[src/common/pwm_pkg.sv]
// Shared constants for the sixteen-bit pulse width modulation core
package pwm_pkg;

  // Default sizes
  localparam int unsigned TIMER_W_DEF = 16;  // Timer and compare width
  localparam int unsigned NCH_DEF = 4;  // Number of independent instances

  // Byte addresses on the register bus
  localparam logic [7:0] GLOBAL_OFF = 8'h00;  // Global start mirror register
  localparam logic [3:0] CH_FIRST_BLK = 4'h1;  // Address block of instance 0

  // Word index within one instance block (address bits 3:2)
  localparam logic [1:0] CTRL_IDX = 2'h0;  // Instance control register
  localparam logic [1:0] CLKSEL_IDX = 2'h1;  // Timer clock select register
  localparam logic [1:0] PERIOD_IDX = 2'h2;  // Period event count
  localparam logic [1:0] DUTY_IDX = 2'h3;  // Duty event count

  // Instance control register fields
  localparam int unsigned CTRL_ON_BIT = 0;  // Module-on bit
  localparam int unsigned CTRL_SWMODE_BIT = 1;  // Software driven output mode
  localparam int unsigned CTRL_OUT_BIT = 2;  // Output status bit
  localparam int unsigned CTRL_INV_BIT = 3;  // Invert bit

  // Timer clock sources
  localparam logic [1:0] SRC_SYS = 2'h0;  // Every system clock
  localparam logic [1:0] SRC_INSTR = 2'h1;  // Instruction clock, system / 4
  localparam logic [1:0] SRC_SLOW = 2'h2;  // System / 16
  localparam logic [1:0] SRC_EXT = 2'h3;  // External tick input

  // Divider counts
  localparam logic [3:0] INSTR_DIV_LAST = 4'h3;  // System / 4 -> last count 3
  localparam logic [3:0] SLOW_DIV_LAST = 4'hf;  // System / 16 -> last count 15

  // Reset values
  localparam logic [15:0] PERIOD_RST = 16'hffff;
  localparam logic [15:0] DUTY_RST = 16'h0000;
  localparam logic [1:0] CLKSEL_RST = SRC_SYS;

endpackage

[src/hdl/pwm_channel.sv]
// One modulation instance: timer, compare logic and output stage
`timescale 1ns/100ps
module pwm_channel
  import pwm_pkg::*;
#(
  parameter int unsigned TW = TIMER_W_DEF
)
(
  // Clock and reset
  input wire logic clk_i,
  input wire logic rst_i,
  // Control
  input wire logic run_i,
  input wire logic tick_i,
  input wire logic sw_mode_i,
  input wire logic sw_level_i,
  input wire logic invert_i,
  // Event counts
  input wire logic [TW-1:0] period_i,
  input wire logic [TW-1:0] duty_i,
  // Output
  output logic pwm_o
);

  logic [TW-1:0] cnt_r;  // Running timer
  logic [TW-1:0] cnt_nxt;  // Next timer value
  logic period_hit;  // Period event
  logic active;  // Waveform before inversion
  logic level;  // Selected level before inversion

  // Period event wraps the timer to zero on the next tick
  assign period_hit = (cnt_r == period_i);
  assign cnt_nxt = period_hit ? '0 : cnt_r + 1'b1;

  // Active from the period start until the duty event count
  assign active = run_i && (cnt_r < duty_i);
  assign level = sw_mode_i ? sw_level_i : active;

  // Timer runs only while on; held at zero when stopped
  always_ff @(posedge clk_i)
  begin
    if (rst_i || !run_i)
    begin
      cnt_r <= '0;
    end
    else if (tick_i)
    begin
      cnt_r <= cnt_nxt;
    end
  end

  // Inversion applies even while stopped
  always_ff @(posedge clk_i)
  begin
    if (rst_i)
    begin
      pwm_o <= 1'b0;
    end
    else
    begin
      pwm_o <= level ^ invert_i;
    end
  end

endmodule

[src/hdl/pwm_core.sv]
// Multi-instance pulse width modulation core with a Wishbone register slave
// Operation
// - Sixteen-bit resolution modulated output per instance
// - Each instance owns timer with selectable clock
// - Timer compared to period and duty counts
// - Module-on bit starts or stops one instance
// - Global mirror register starts several instances together
// - Output status bit reads output level, sampled every fourth clock so up to four clocks late
// - Software mode lets writes drive the output
// - Status readback resynchronised to instruction clock
// - Invert bit flips output, even when stopped
//
// The placing of the registers and the Wishbone register port were left to the implementer.
`timescale 1ns/100ps
module pwm_core
  import pwm_pkg::*;
#(
  parameter int unsigned NCH = NCH_DEF,
  parameter int unsigned TW = TIMER_W_DEF
)
(
  // Clock and reset
  input wire logic clk_i,
  input wire logic rst_i,
  // Wishbone slave
  input wire logic cyc_i,
  input wire logic stb_i,
  input wire logic we_i,
  input wire logic [7:0] adr_i,
  input wire logic [3:0] sel_i,
  input wire logic [31:0] dat_i,
  output logic [31:0] dat_o,
  output logic ack_o,
  // External timer tick, one-cycle pulses
  input wire logic ext_tick_i,
  // Modulated outputs
  output logic [NCH-1:0] pwm_o
);

  // Clock dividers
  logic [3:0] instr_cnt_r;  // System / 4 divider
  logic [3:0] slow_cnt_r;  // System / 16 divider
  logic instr_en;  // Instruction clock enable
  logic slow_en;  // Slow clock enable

  // Bus decode
  logic req;  // Request waiting for its answer
  logic wr_now;  // Write takes effect at this edge
  logic glob_hit;  // Global register addressed
  logic [NCH-1:0] ch_hit;  // Instance block addressed
  logic [1:0] word_idx;  // Word within an instance block
  logic [31:0] wmask;  // Byte-lane mask from sel_i
  logic [31:0] rd_word;  // Read data for the addressed word

  // Per-instance storage
  logic [NCH-1:0] on_r;  // Module-on bits, also the global mirror
  logic [NCH-1:0] swmode_r;  // Software output mode
  logic [NCH-1:0] swlvl_r;  // Software written output level
  logic [NCH-1:0] inv_r;  // Invert bits
  logic [NCH-1:0] out_sync_r;  // Output level seen at instruction rate
  logic [1:0] clksel_r [NCH];  // Timer clock source
  logic [TW-1:0] period_r [NCH];  // Period event count
  logic [TW-1:0] duty_r [NCH];  // Duty event count
  logic [31:0] rd_ch [NCH];  // Read data offered by each instance
  logic [NCH-1:0] tick;  // Timer tick per instance

  // Dividers make the slower rates as enables
  assign instr_en = (instr_cnt_r == INSTR_DIV_LAST);
  assign slow_en = (slow_cnt_r == SLOW_DIV_LAST);

  always_ff @(posedge clk_i)
  begin
    if (rst_i || instr_en)
    begin
      instr_cnt_r <= '0;
    end
    else
    begin
      instr_cnt_r <= instr_cnt_r + 4'h1;
    end
  end

  // Free running; wraps naturally at sixteen
  always_ff @(posedge clk_i)
  begin
    if (rst_i)
    begin
      slow_cnt_r <= '0;
    end
    else
    begin
      slow_cnt_r <= slow_cnt_r + 4'h1;
    end
  end

  // Address decode; writes land when ack is seen by the master
  assign req = cyc_i && stb_i;
  assign wr_now = req && we_i && ack_o;
  assign glob_hit = (adr_i == GLOBAL_OFF);
  assign word_idx = adr_i[3:2];
  assign wmask = {{8{sel_i[3]}}, {8{sel_i[2]}}, {8{sel_i[1]}}, {8{sel_i[0]}}};

  genvar g;
  generate
    for (g = 0; g < NCH; g++)
    begin : g_ch
      logic ctrl_wr;  // Control write to this instance
      logic glob_wr;  // Global mirror write
      logic [31:0] wd;  // Write data limited to enabled lanes

      // Instance blocks follow one another every sixteen bytes
      assign ch_hit[g] = (adr_i[7:4] == CH_FIRST_BLK + 4'(g)) && (adr_i[1:0] == 2'b00);
      assign ctrl_wr = wr_now && ch_hit[g] && (word_idx == CTRL_IDX) && sel_i[0];
      assign glob_wr = wr_now && glob_hit && sel_i[g / 8];
      assign wd = dat_i & wmask;

      // Tick source per instance
      assign tick[g] = (clksel_r[g] == SRC_SYS) ? 1'b1 :
                       (clksel_r[g] == SRC_INSTR) ? instr_en :
                       (clksel_r[g] == SRC_SLOW) ? slow_en : ext_tick_i;

      // Module-on bit: own control register or global mirror
      always_ff @(posedge clk_i)
      begin
        if (rst_i)
        begin
          on_r[g] <= 1'b0;
        end
        else if (glob_wr)
        begin
          on_r[g] <= dat_i[g];
        end
        else if (ctrl_wr)
        begin
          on_r[g] <= dat_i[CTRL_ON_BIT];
        end
      end

      // Remaining control fields
      always_ff @(posedge clk_i)
      begin
        if (rst_i)
        begin
          swmode_r[g] <= 1'b0;
          swlvl_r[g] <= 1'b0;
          inv_r[g] <= 1'b0;
        end
        else if (ctrl_wr)
        begin
          swmode_r[g] <= dat_i[CTRL_SWMODE_BIT];
          inv_r[g] <= dat_i[CTRL_INV_BIT];
          // Output bit only drives the pin in software mode
          if (dat_i[CTRL_SWMODE_BIT])
          begin
            swlvl_r[g] <= dat_i[CTRL_OUT_BIT];
          end
        end
      end

      // Count registers honour byte lanes
      always_ff @(posedge clk_i)
      begin
        if (rst_i)
        begin
          clksel_r[g] <= CLKSEL_RST;
          period_r[g] <= TW'(PERIOD_RST);
          duty_r[g] <= TW'(DUTY_RST);
        end
        else if (wr_now && ch_hit[g])
        begin
          if (word_idx == CLKSEL_IDX && sel_i[0])
          begin
            clksel_r[g] <= dat_i[1:0];
          end
          if (word_idx == PERIOD_IDX)
          begin
            period_r[g] <= TW'((32'(period_r[g]) & ~wmask) | wd);
          end
          if (word_idx == DUTY_IDX)
          begin
            duty_r[g] <= TW'((32'(duty_r[g]) & ~wmask) | wd);
          end
        end
      end

      // Status resampled at instruction rate, so it lags fast timers
      always_ff @(posedge clk_i)
      begin
        if (rst_i)
        begin
          out_sync_r[g] <= 1'b0;
        end
        else if (instr_en)
        begin
          out_sync_r[g] <= pwm_o[g];
        end
      end

      // Read word of this instance, zero when not addressed
      assign rd_ch[g] = !ch_hit[g] ? 32'h0000_0000 :
        (word_idx == CTRL_IDX) ? {28'h0, inv_r[g], out_sync_r[g], swmode_r[g], on_r[g]} :
        (word_idx == CLKSEL_IDX) ? {30'h0, clksel_r[g]} :
        (word_idx == PERIOD_IDX) ? 32'(period_r[g]) : 32'(duty_r[g]);

      // Timer, compare and output stage
      pwm_channel #(
        .TW(TW)
      ) u_chan (
        .clk_i(clk_i),
        .rst_i(rst_i),
        .run_i(on_r[g]),
        .tick_i(tick[g]),
        .sw_mode_i(swmode_r[g]),
        .sw_level_i(swlvl_r[g]),
        .invert_i(inv_r[g]),
        .period_i(period_r[g]),
        .duty_i(duty_r[g]),
        .pwm_o(pwm_o[g])
      );
    end
  endgenerate

  // Merge instance read words; unmapped addresses read zero
  always_comb
  begin
    rd_word = glob_hit ? 32'(on_r) : 32'h0000_0000;
    for (int i = 0; i < NCH; i++)
    begin
      rd_word = rd_word | rd_ch[i];
    end
  end

  // One-wait-state answer for every address, mapped or not
  always_ff @(posedge clk_i)
  begin
    if (rst_i)
    begin
      ack_o <= 1'b0;
      dat_o <= 32'h0000_0000;
    end
    else
    begin
      ack_o <= req && !ack_o;
      dat_o <= (req && !ack_o && !we_i) ? rd_word : 32'h0000_0000;
    end
  end

endmodule

[config.mk]
export PLATFORM = sky130hd
export DESIGN_NAME = pwm_core
export DESIGN_NICKNAME = d
export VERILOG_FILES = /design/src/common/pwm_pkg.sv /design/src/hdl/pwm_channel.sv /design/src/hdl/pwm_core.sv
export SDC_FILE = /design/constraint.sdc
export NUM_CORES = 1
export LEC_CHECK = 0
export BUFFER_PORTS_ARGS = -buffer_cell sky130_fd_sc_hd__buf_2
export CAP_MARGIN = 10
export CORE_ASPECT_RATIO = 0.5
export CORE_MARGIN = 1
export CORE_UTILIZATION = 65
export DETAILED_ROUTE_END_ITERATION = 10
export GPL_ROUTABILITY_DRIVEN = 1
export MAX_ROUTING_LAYER = met4
export PLACE_DENSITY = 0.84
export SKIP_LAST_GASP = 1
export SYNTH_ARGS = -nofsm -noshare
export SYNTH_HDL_FRONTEND = slang
export SYNTH_SLANG_ARGS = --single-unit
export TNS_END_PERCENT = 5
[constraint.sdc]
create_clock -name clk_i -period 4.3 [get_ports clk_i]
set_input_delay 0.43 -clock clk_i [delete_from_list [all_inputs] [get_ports clk_i]]
set_output_delay 0.43 -clock clk_i [all_outputs]
set_load 0.01 [all_outputs]
# Word level (Yosys, flattened, before mapping)
# Memories as Yosys holds them, arrays and structs flattened.
# Index checks and enable logic that the tools add are counted.
[totals]
inputBits = 50
memories = 3
mem_bits_rw = 136
reg_bits = 129
word_cells = 258
[classes]
bitwise_logic = 39
reduce_logical = 55
add_sub_neg = 6
n_eq_ne = 21
mux = 98
magnitude_cmp = 4
[mem_list]
columns = ["name", "depth", "word_bits", "rd", "rd_clocked_by_memory_dff", "write_ports", "line", "source"]
rows = [
  ["duty_r", 4, 16, 4, 0, 4, "pwm_core.sv:63", "logic [TW-1:0] duty_r [NCH];"],
  ["period_r", 4, 16, 4, 0, 4, "pwm_core.sv:62", "logic [TW-1:0] period_r [NCH];"],
  ["clksel_r", 4, 2, 4, 0, 4, "pwm_core.sv:61", "logic [1:0] clksel_r [NCH];"],
]
[ops]
columns = ["operator", "n"]
rows = [
  ["two-way mux 16 bit", 28],
  ["OR 16 bit", 11],
  ["AND 16 bit", 9],
  ["two-way mux 1 bit", 65],
  ["adder 16 x 1 -> 16 bit (second input constant)", 4],
  ["equality test 16 bit", 4],
  ["< comparator 16 bit", 4],
  ["logical AND 1 bit", 28],
  ["inverter 16 bit", 1],
  ["OR 4 x 16 -> 16 bit", 1],
  ["equality test 2 bit (second input constant)", 6],
  ["equality test 4 x 2 -> 1 bit (second input constant)", 3],
  ["zero test 2 bit", 6],
  ["OR 1 bit", 12],
  ["equality test 2 x 1 -> 1 bit (second input constant)", 5],
  ["adder 4 x 1 -> 4 bit (second input constant)", 2],
  ["zero test 8 bit", 1],
  ["two-way mux 2 bit", 4],
  ["AND reduction 2 bit", 4],
  ["nonzero test 2 bit", 4],
  ["zero test 1 bit", 6],
  ["logical OR 1 bit", 5],
  ["equality test 4 x 1 -> 1 bit (second input constant)", 1],
  ["equality test 4 x 3 -> 1 bit (second input constant)", 1],
  ["other kinds (5)", 8],
]

# Logic depth before layout (Yosys ltp)
[logic_depth]
depth_word = 9
mapped_depth = 9

# Hierarchy
# Synthesis repeated with hierarchy kept, for this count alone.
[unflattened]
cells_unflattened = 1490
area_unflattened_um2 = 14860.5
[by_module_without_submodules]
columns = ["mod", "seq_area_each_um2", "area_each_um2", "n_inst", "cells_each"]
rows = [
  ["pwm_core", 4984.8, 9260.1, 1, 842],
  ["pwm_channel", 340.3, 1400.1, 4, 162],
]

# Worst setup path before layout
# OpenSTA, ideal clock, no wires.
[synth_timing]
path_kind = "input to register"
startpoint = "input port adr_i[5]"
endpoint = "memory duty_r[3][0] (netlist name), enable pin"
path_slack_ns = 1.678
path_buffers = 0
arrival_time_ns = 2.229
stages = 4
path_cell_list = "or4_4 > nor3b_4 > nand2_2 > o21bai_1"
[synth_lines]
columns = ["element", "line", "source"]
rows = [
  ["start: declaration", "pwm_core.sv:29", "input wire logic [7:0] adr_i,"],
  ["end: declaration", "pwm_core.sv:63", ""],
]

# Worst setup path in the final report
[layout_timing]
startpoint = "register instr_cnt_r[0]"
endpoint = "register g_ch[3].u_chan.cnt_r[5]"
[layout_via]
elab_chain_len = 3
[layout_rtl]
columns = ["element", "line", "source"]
rows = [
  ["start: declaration", "pwm_core.sv:41", "logic [3:0] instr_cnt_r;"],
  ["start signal: assignment", "pwm_core.sv:79", "instr_cnt_r <= instr_cnt_r + 4'h1;"],
  ["equality test 4 x 2 -> 1 bit", "pwm_core.sv:68", "assign instr_en = (instr_cnt_r == INSTR_DIV_LAST);"],
  ["two-way mux 1 bit", "pwm_core.sv:119", "(clksel_r[g] == SRC_INSTR) ? instr_en :"],
  ["two-way mux 1 bit", "pwm_core.sv:118", "assign tick[g] = (clksel_r[g] == SRC_SYS) ? 1'b1 :"],
  ["end signal: assignment", "pwm_channel.sv:48", "cnt_r <= cnt_nxt;"],
  ["end: declaration", "pwm_channel.sv:25", "logic [TW-1:0] cnt_r;"],
]
# Every way passes these cells.
# A chain may end at the register's enable or synchronous reset.

==> metrics.md <==
| Metric | Value |
|---|---|
| Height of the chip | `approximately 110 um` |
| Total number of vias | `between 10000 and 15000` |
| Number of DRC markers after the initial detailed-route iteration | `1799` |
| Global-route congestion overflow total | `0` |
| Setup TNS | `0 ns` |
| Kind of critical path | `register to register` |
| Clock tree from TritonCTS | `yes` |
| EDFF count, synth | `between 100 and 150` |
| Die Outline Area | `approximately 22000 um^2` |
| Cell type contributing the most total cell area after synthesis | `edfxtp_1` |
| Worst hold slack | `0.151 ns` |
| Area of the core | `between 20000 and 25000 um^2` |
| Clock latency reported for the late side of the worst-skew pair | `about 0.53 ns` |
| Average cell area after synthesis | `just under 10 um^2` |
| CTS H-Tree Depth | `1` |
| Dominant synthesized flop cell | `edfxtp_1` |
| Leakage power | `between 5 and 6 nW` |
| Number of nets still failing antenna checks after routing | `0` |
| Dominant cell by count in the synthesized netlist | `edfxtp_1` |
| Final slew viol count | `0` |
| Chip width | `210 um` |
| Min Tclk post-route | `roughly 3.2 ns` |
| Hold bufs inserted after CTS | `0` |
| Commonest cells post-synth | `edfxtp_1, nand2_1, dfxtp_1` |
| Starting density of the core | `67.4%` |
| Total wirelength of the detailed-routed design | `40300 um` |
| Final hold violation count | `0` |
| Cell count after synthesis | `between 1000 and 1500` |
| VDD IR max | `228 uV` |
| Count of unique library cells instantiated by Yosys | `64` |
| Path category of the worst min-delay check | `input pin to register` |
| Worst relative slew slack | `between 10% and 20%` |
| CTS Root Buffer Type | `clkbuf_16` |
| RSZ-0062 raised after global routing | `no` |
| CP endpoint kind | `register` |
| Number of clock sinks | `roughly 250` |
| Run status | `complete, no violations` |
| Measured slew at the worst slew-check pin | `1.20 ns` |
| Synth warnings | `0` |
| Fraction of layout cells with a size suffix above 1 | `a little under a tenth` |
| Count of nets after finishing | `1600` |
| Crit Path Max Fanout | `16` |
| Seq/Total Area, Yosys | `a little under half` |
| Number of primary I/O pins | `just under 90` |
| Final HPWL from detailed placement | `29700 um` |
| Power Dens Cells | `332 nW/um^2` |
| Area share of the largest cell type after synthesis | `just under 30%` |
| Total design power | `approximately 5.0 mW` |
| Number of I/O port buffers | `52` |
| Number of antenna violations at the first check in global routing | `1` |
| Fraction of registers with async set or reset after synthesis | `0%` |
| Via count of the first global-routing pass | `11000` |
| Global-route wire length before repair | `between 60000 and 70000 um` |
| Detail-routed net length per standard cell | `around 23 um` |
| Data arrival, critical path | `3.61 ns` |
| Highest achievable clock rate | `slightly above 300 MHz` |
| Number of detailed-routing iterations run before antenna repair | `6` |
| Share of the clock period used by the worst path after layout | `75.5%` |
| Routability cong. | `~1.1` |
| Buffers inserted by post-CTS timing repair | `0` |
| Post-Synthesis Cell Area | `between 10000 and 15000 um^2` |
| Max-cap violation count | `0` |
| Syn-to-layout area delta | `8.14%` |
| Leading post-synthesis cells by cell area | `edfxtp_1, dfxtp_1, xor2_1` |
| Total global-route track usage | `between 30% and 40%` |
| Worst setup SP type | `register` |
| Cell row count | `37` |
| Number of buffers between clock root and the deepest sink | `3` |
| Via count normalized by instance count | `about 6.6` |
| Clock transition at the register clock pins on the worst setup and hold paths after CTS | `approximately 0.07 ns` |
| Number of synthesized register bits | `approximately 250` |
| WP data required | `4.66 ns` |
| Total of endpoints with negative setup slack in the final report | `0` |
| Residual DRC | `0` |
| CTS Buf Count | `23` |
| Maximum number of pins on one net before global-route repair | `between 70 and 80` |
| Resize count post-CTS | `0` |
| Setup skew after layout | `around 0.016 ns` |
[kinds of logic after synthesis]
kind of cell    count (synthesis)  synth area share, %
compound gates                256                 11.8
xor+xnor                      126                 7.86
fa+ha+maj                      66                 5.88
buf+inv                       154                 4.87
flops                         249                 45.2
mux                            26                 2.30
other cells                     1               0.0267
simple gates                  583                 22.1
[cells in the final DEF (no fill, tap or decap), types with 16 or more instances in the layout]
cell type	n
edfxtp_1	136
nand2_1	125
dfxtp_1	113
nor2_1	101
xor2_1	95
nand3_1	91
o21ai_0	90
nand2b_1	78
nor2b_1	74
ha_1	66
inv_1	65
a21oi_1	55
buf_2	52
xnor2_1	31
clkbuf_16	25
nand4_1	21
buf_4	19
and4_1	18
and3_1	16
conb_1	16
[power breakdown]
part | total [mW] | leakage [nW] | switching [mW] | internal, mW
Clock | 2.15 | 0.373 | 0.931 | 1.22
Sequential | 2.55 | 2.09 | 0.0246 | 2.53
Combinational | 0.337 | 2.89 | 0.227 | 0.110
Total | 5.04 | 5.35 | 1.18 | 3.86
[worst max-delay path: stages, from the launching register on]
cell,delay (ns)
dfxtp_1,0.36
ha_1,0.21
or3b_1,0.62
a32oi_2,0.60
nand4_1,0.18
o21ai_1,0.96
nor2_1,0.13
[layout make-up]
class / instances / area (um^2)
Clock buffer: 32 / 672
Multi-Input combinational cell: 1073 / 7060
Sequential cell: 249 / 6350
Inverter: 65 / 244
Clock inverter: 8 / 98.8
Tap cell: 273 / 342
Timing Repair Buffer: 72 / 410
Fill cell: 1520 / 5660
Antenna cell: 1 / 2.50
[through the flow]
step           cell area, um^2  setup WS [ns]  util (%)  cells
2_1_floorplan            14100           1.68         -   1476
3_3_place_gp             14400           1.33      69.1   1731
3_5_place_dp             14400           1.20      69.1   1731
4_1_cts                  15200           1.18      72.8   1771
5_1_grt                  15200          0.941      72.9   1773
6_report                 15200           1.06      72.9   1773
[worst paths after layout]
path                   from                      end  slack (ns)  depth (start not counted)
min reg2reg   slow_cnt_r[0]            slow_cnt_r[0]        0.45                          1
max reg2reg  instr_cnt_r[0]  g_ch[3].u_chan.cnt_r[5]        1.06                          6
min                   stb_i                    ack_o        0.15                          3
max          instr_cnt_r[0]  g_ch[3].u_chan.cnt_r[5]        1.06                          6
[flip-flops by register name (all words and copies together) (netlist names)]
register           flops
ack_o                  1
clksel_r               8
dat_o                 16
duty_r                64
g_ch.u_chan.cnt_r     64
g_ch.u_chan.pwm_o      4
instr_cnt_r            4
inv_r                  4
on_r                   4
out_sync_r             4
period_r              64
slow_cnt_r             4
swlvl_r                4
swmode_r               4
[per-layer routing]
metal	GRT usage, %	up-vias	part of all wire, %
li1	-	5213	-
met4	10.2	0	2.8
met2	53.0	821	42
met3	12.5	97	16
met5	-	-	0
met1	51.8	5588	40
No activity file was read; power rests on OpenSTA's default activity.
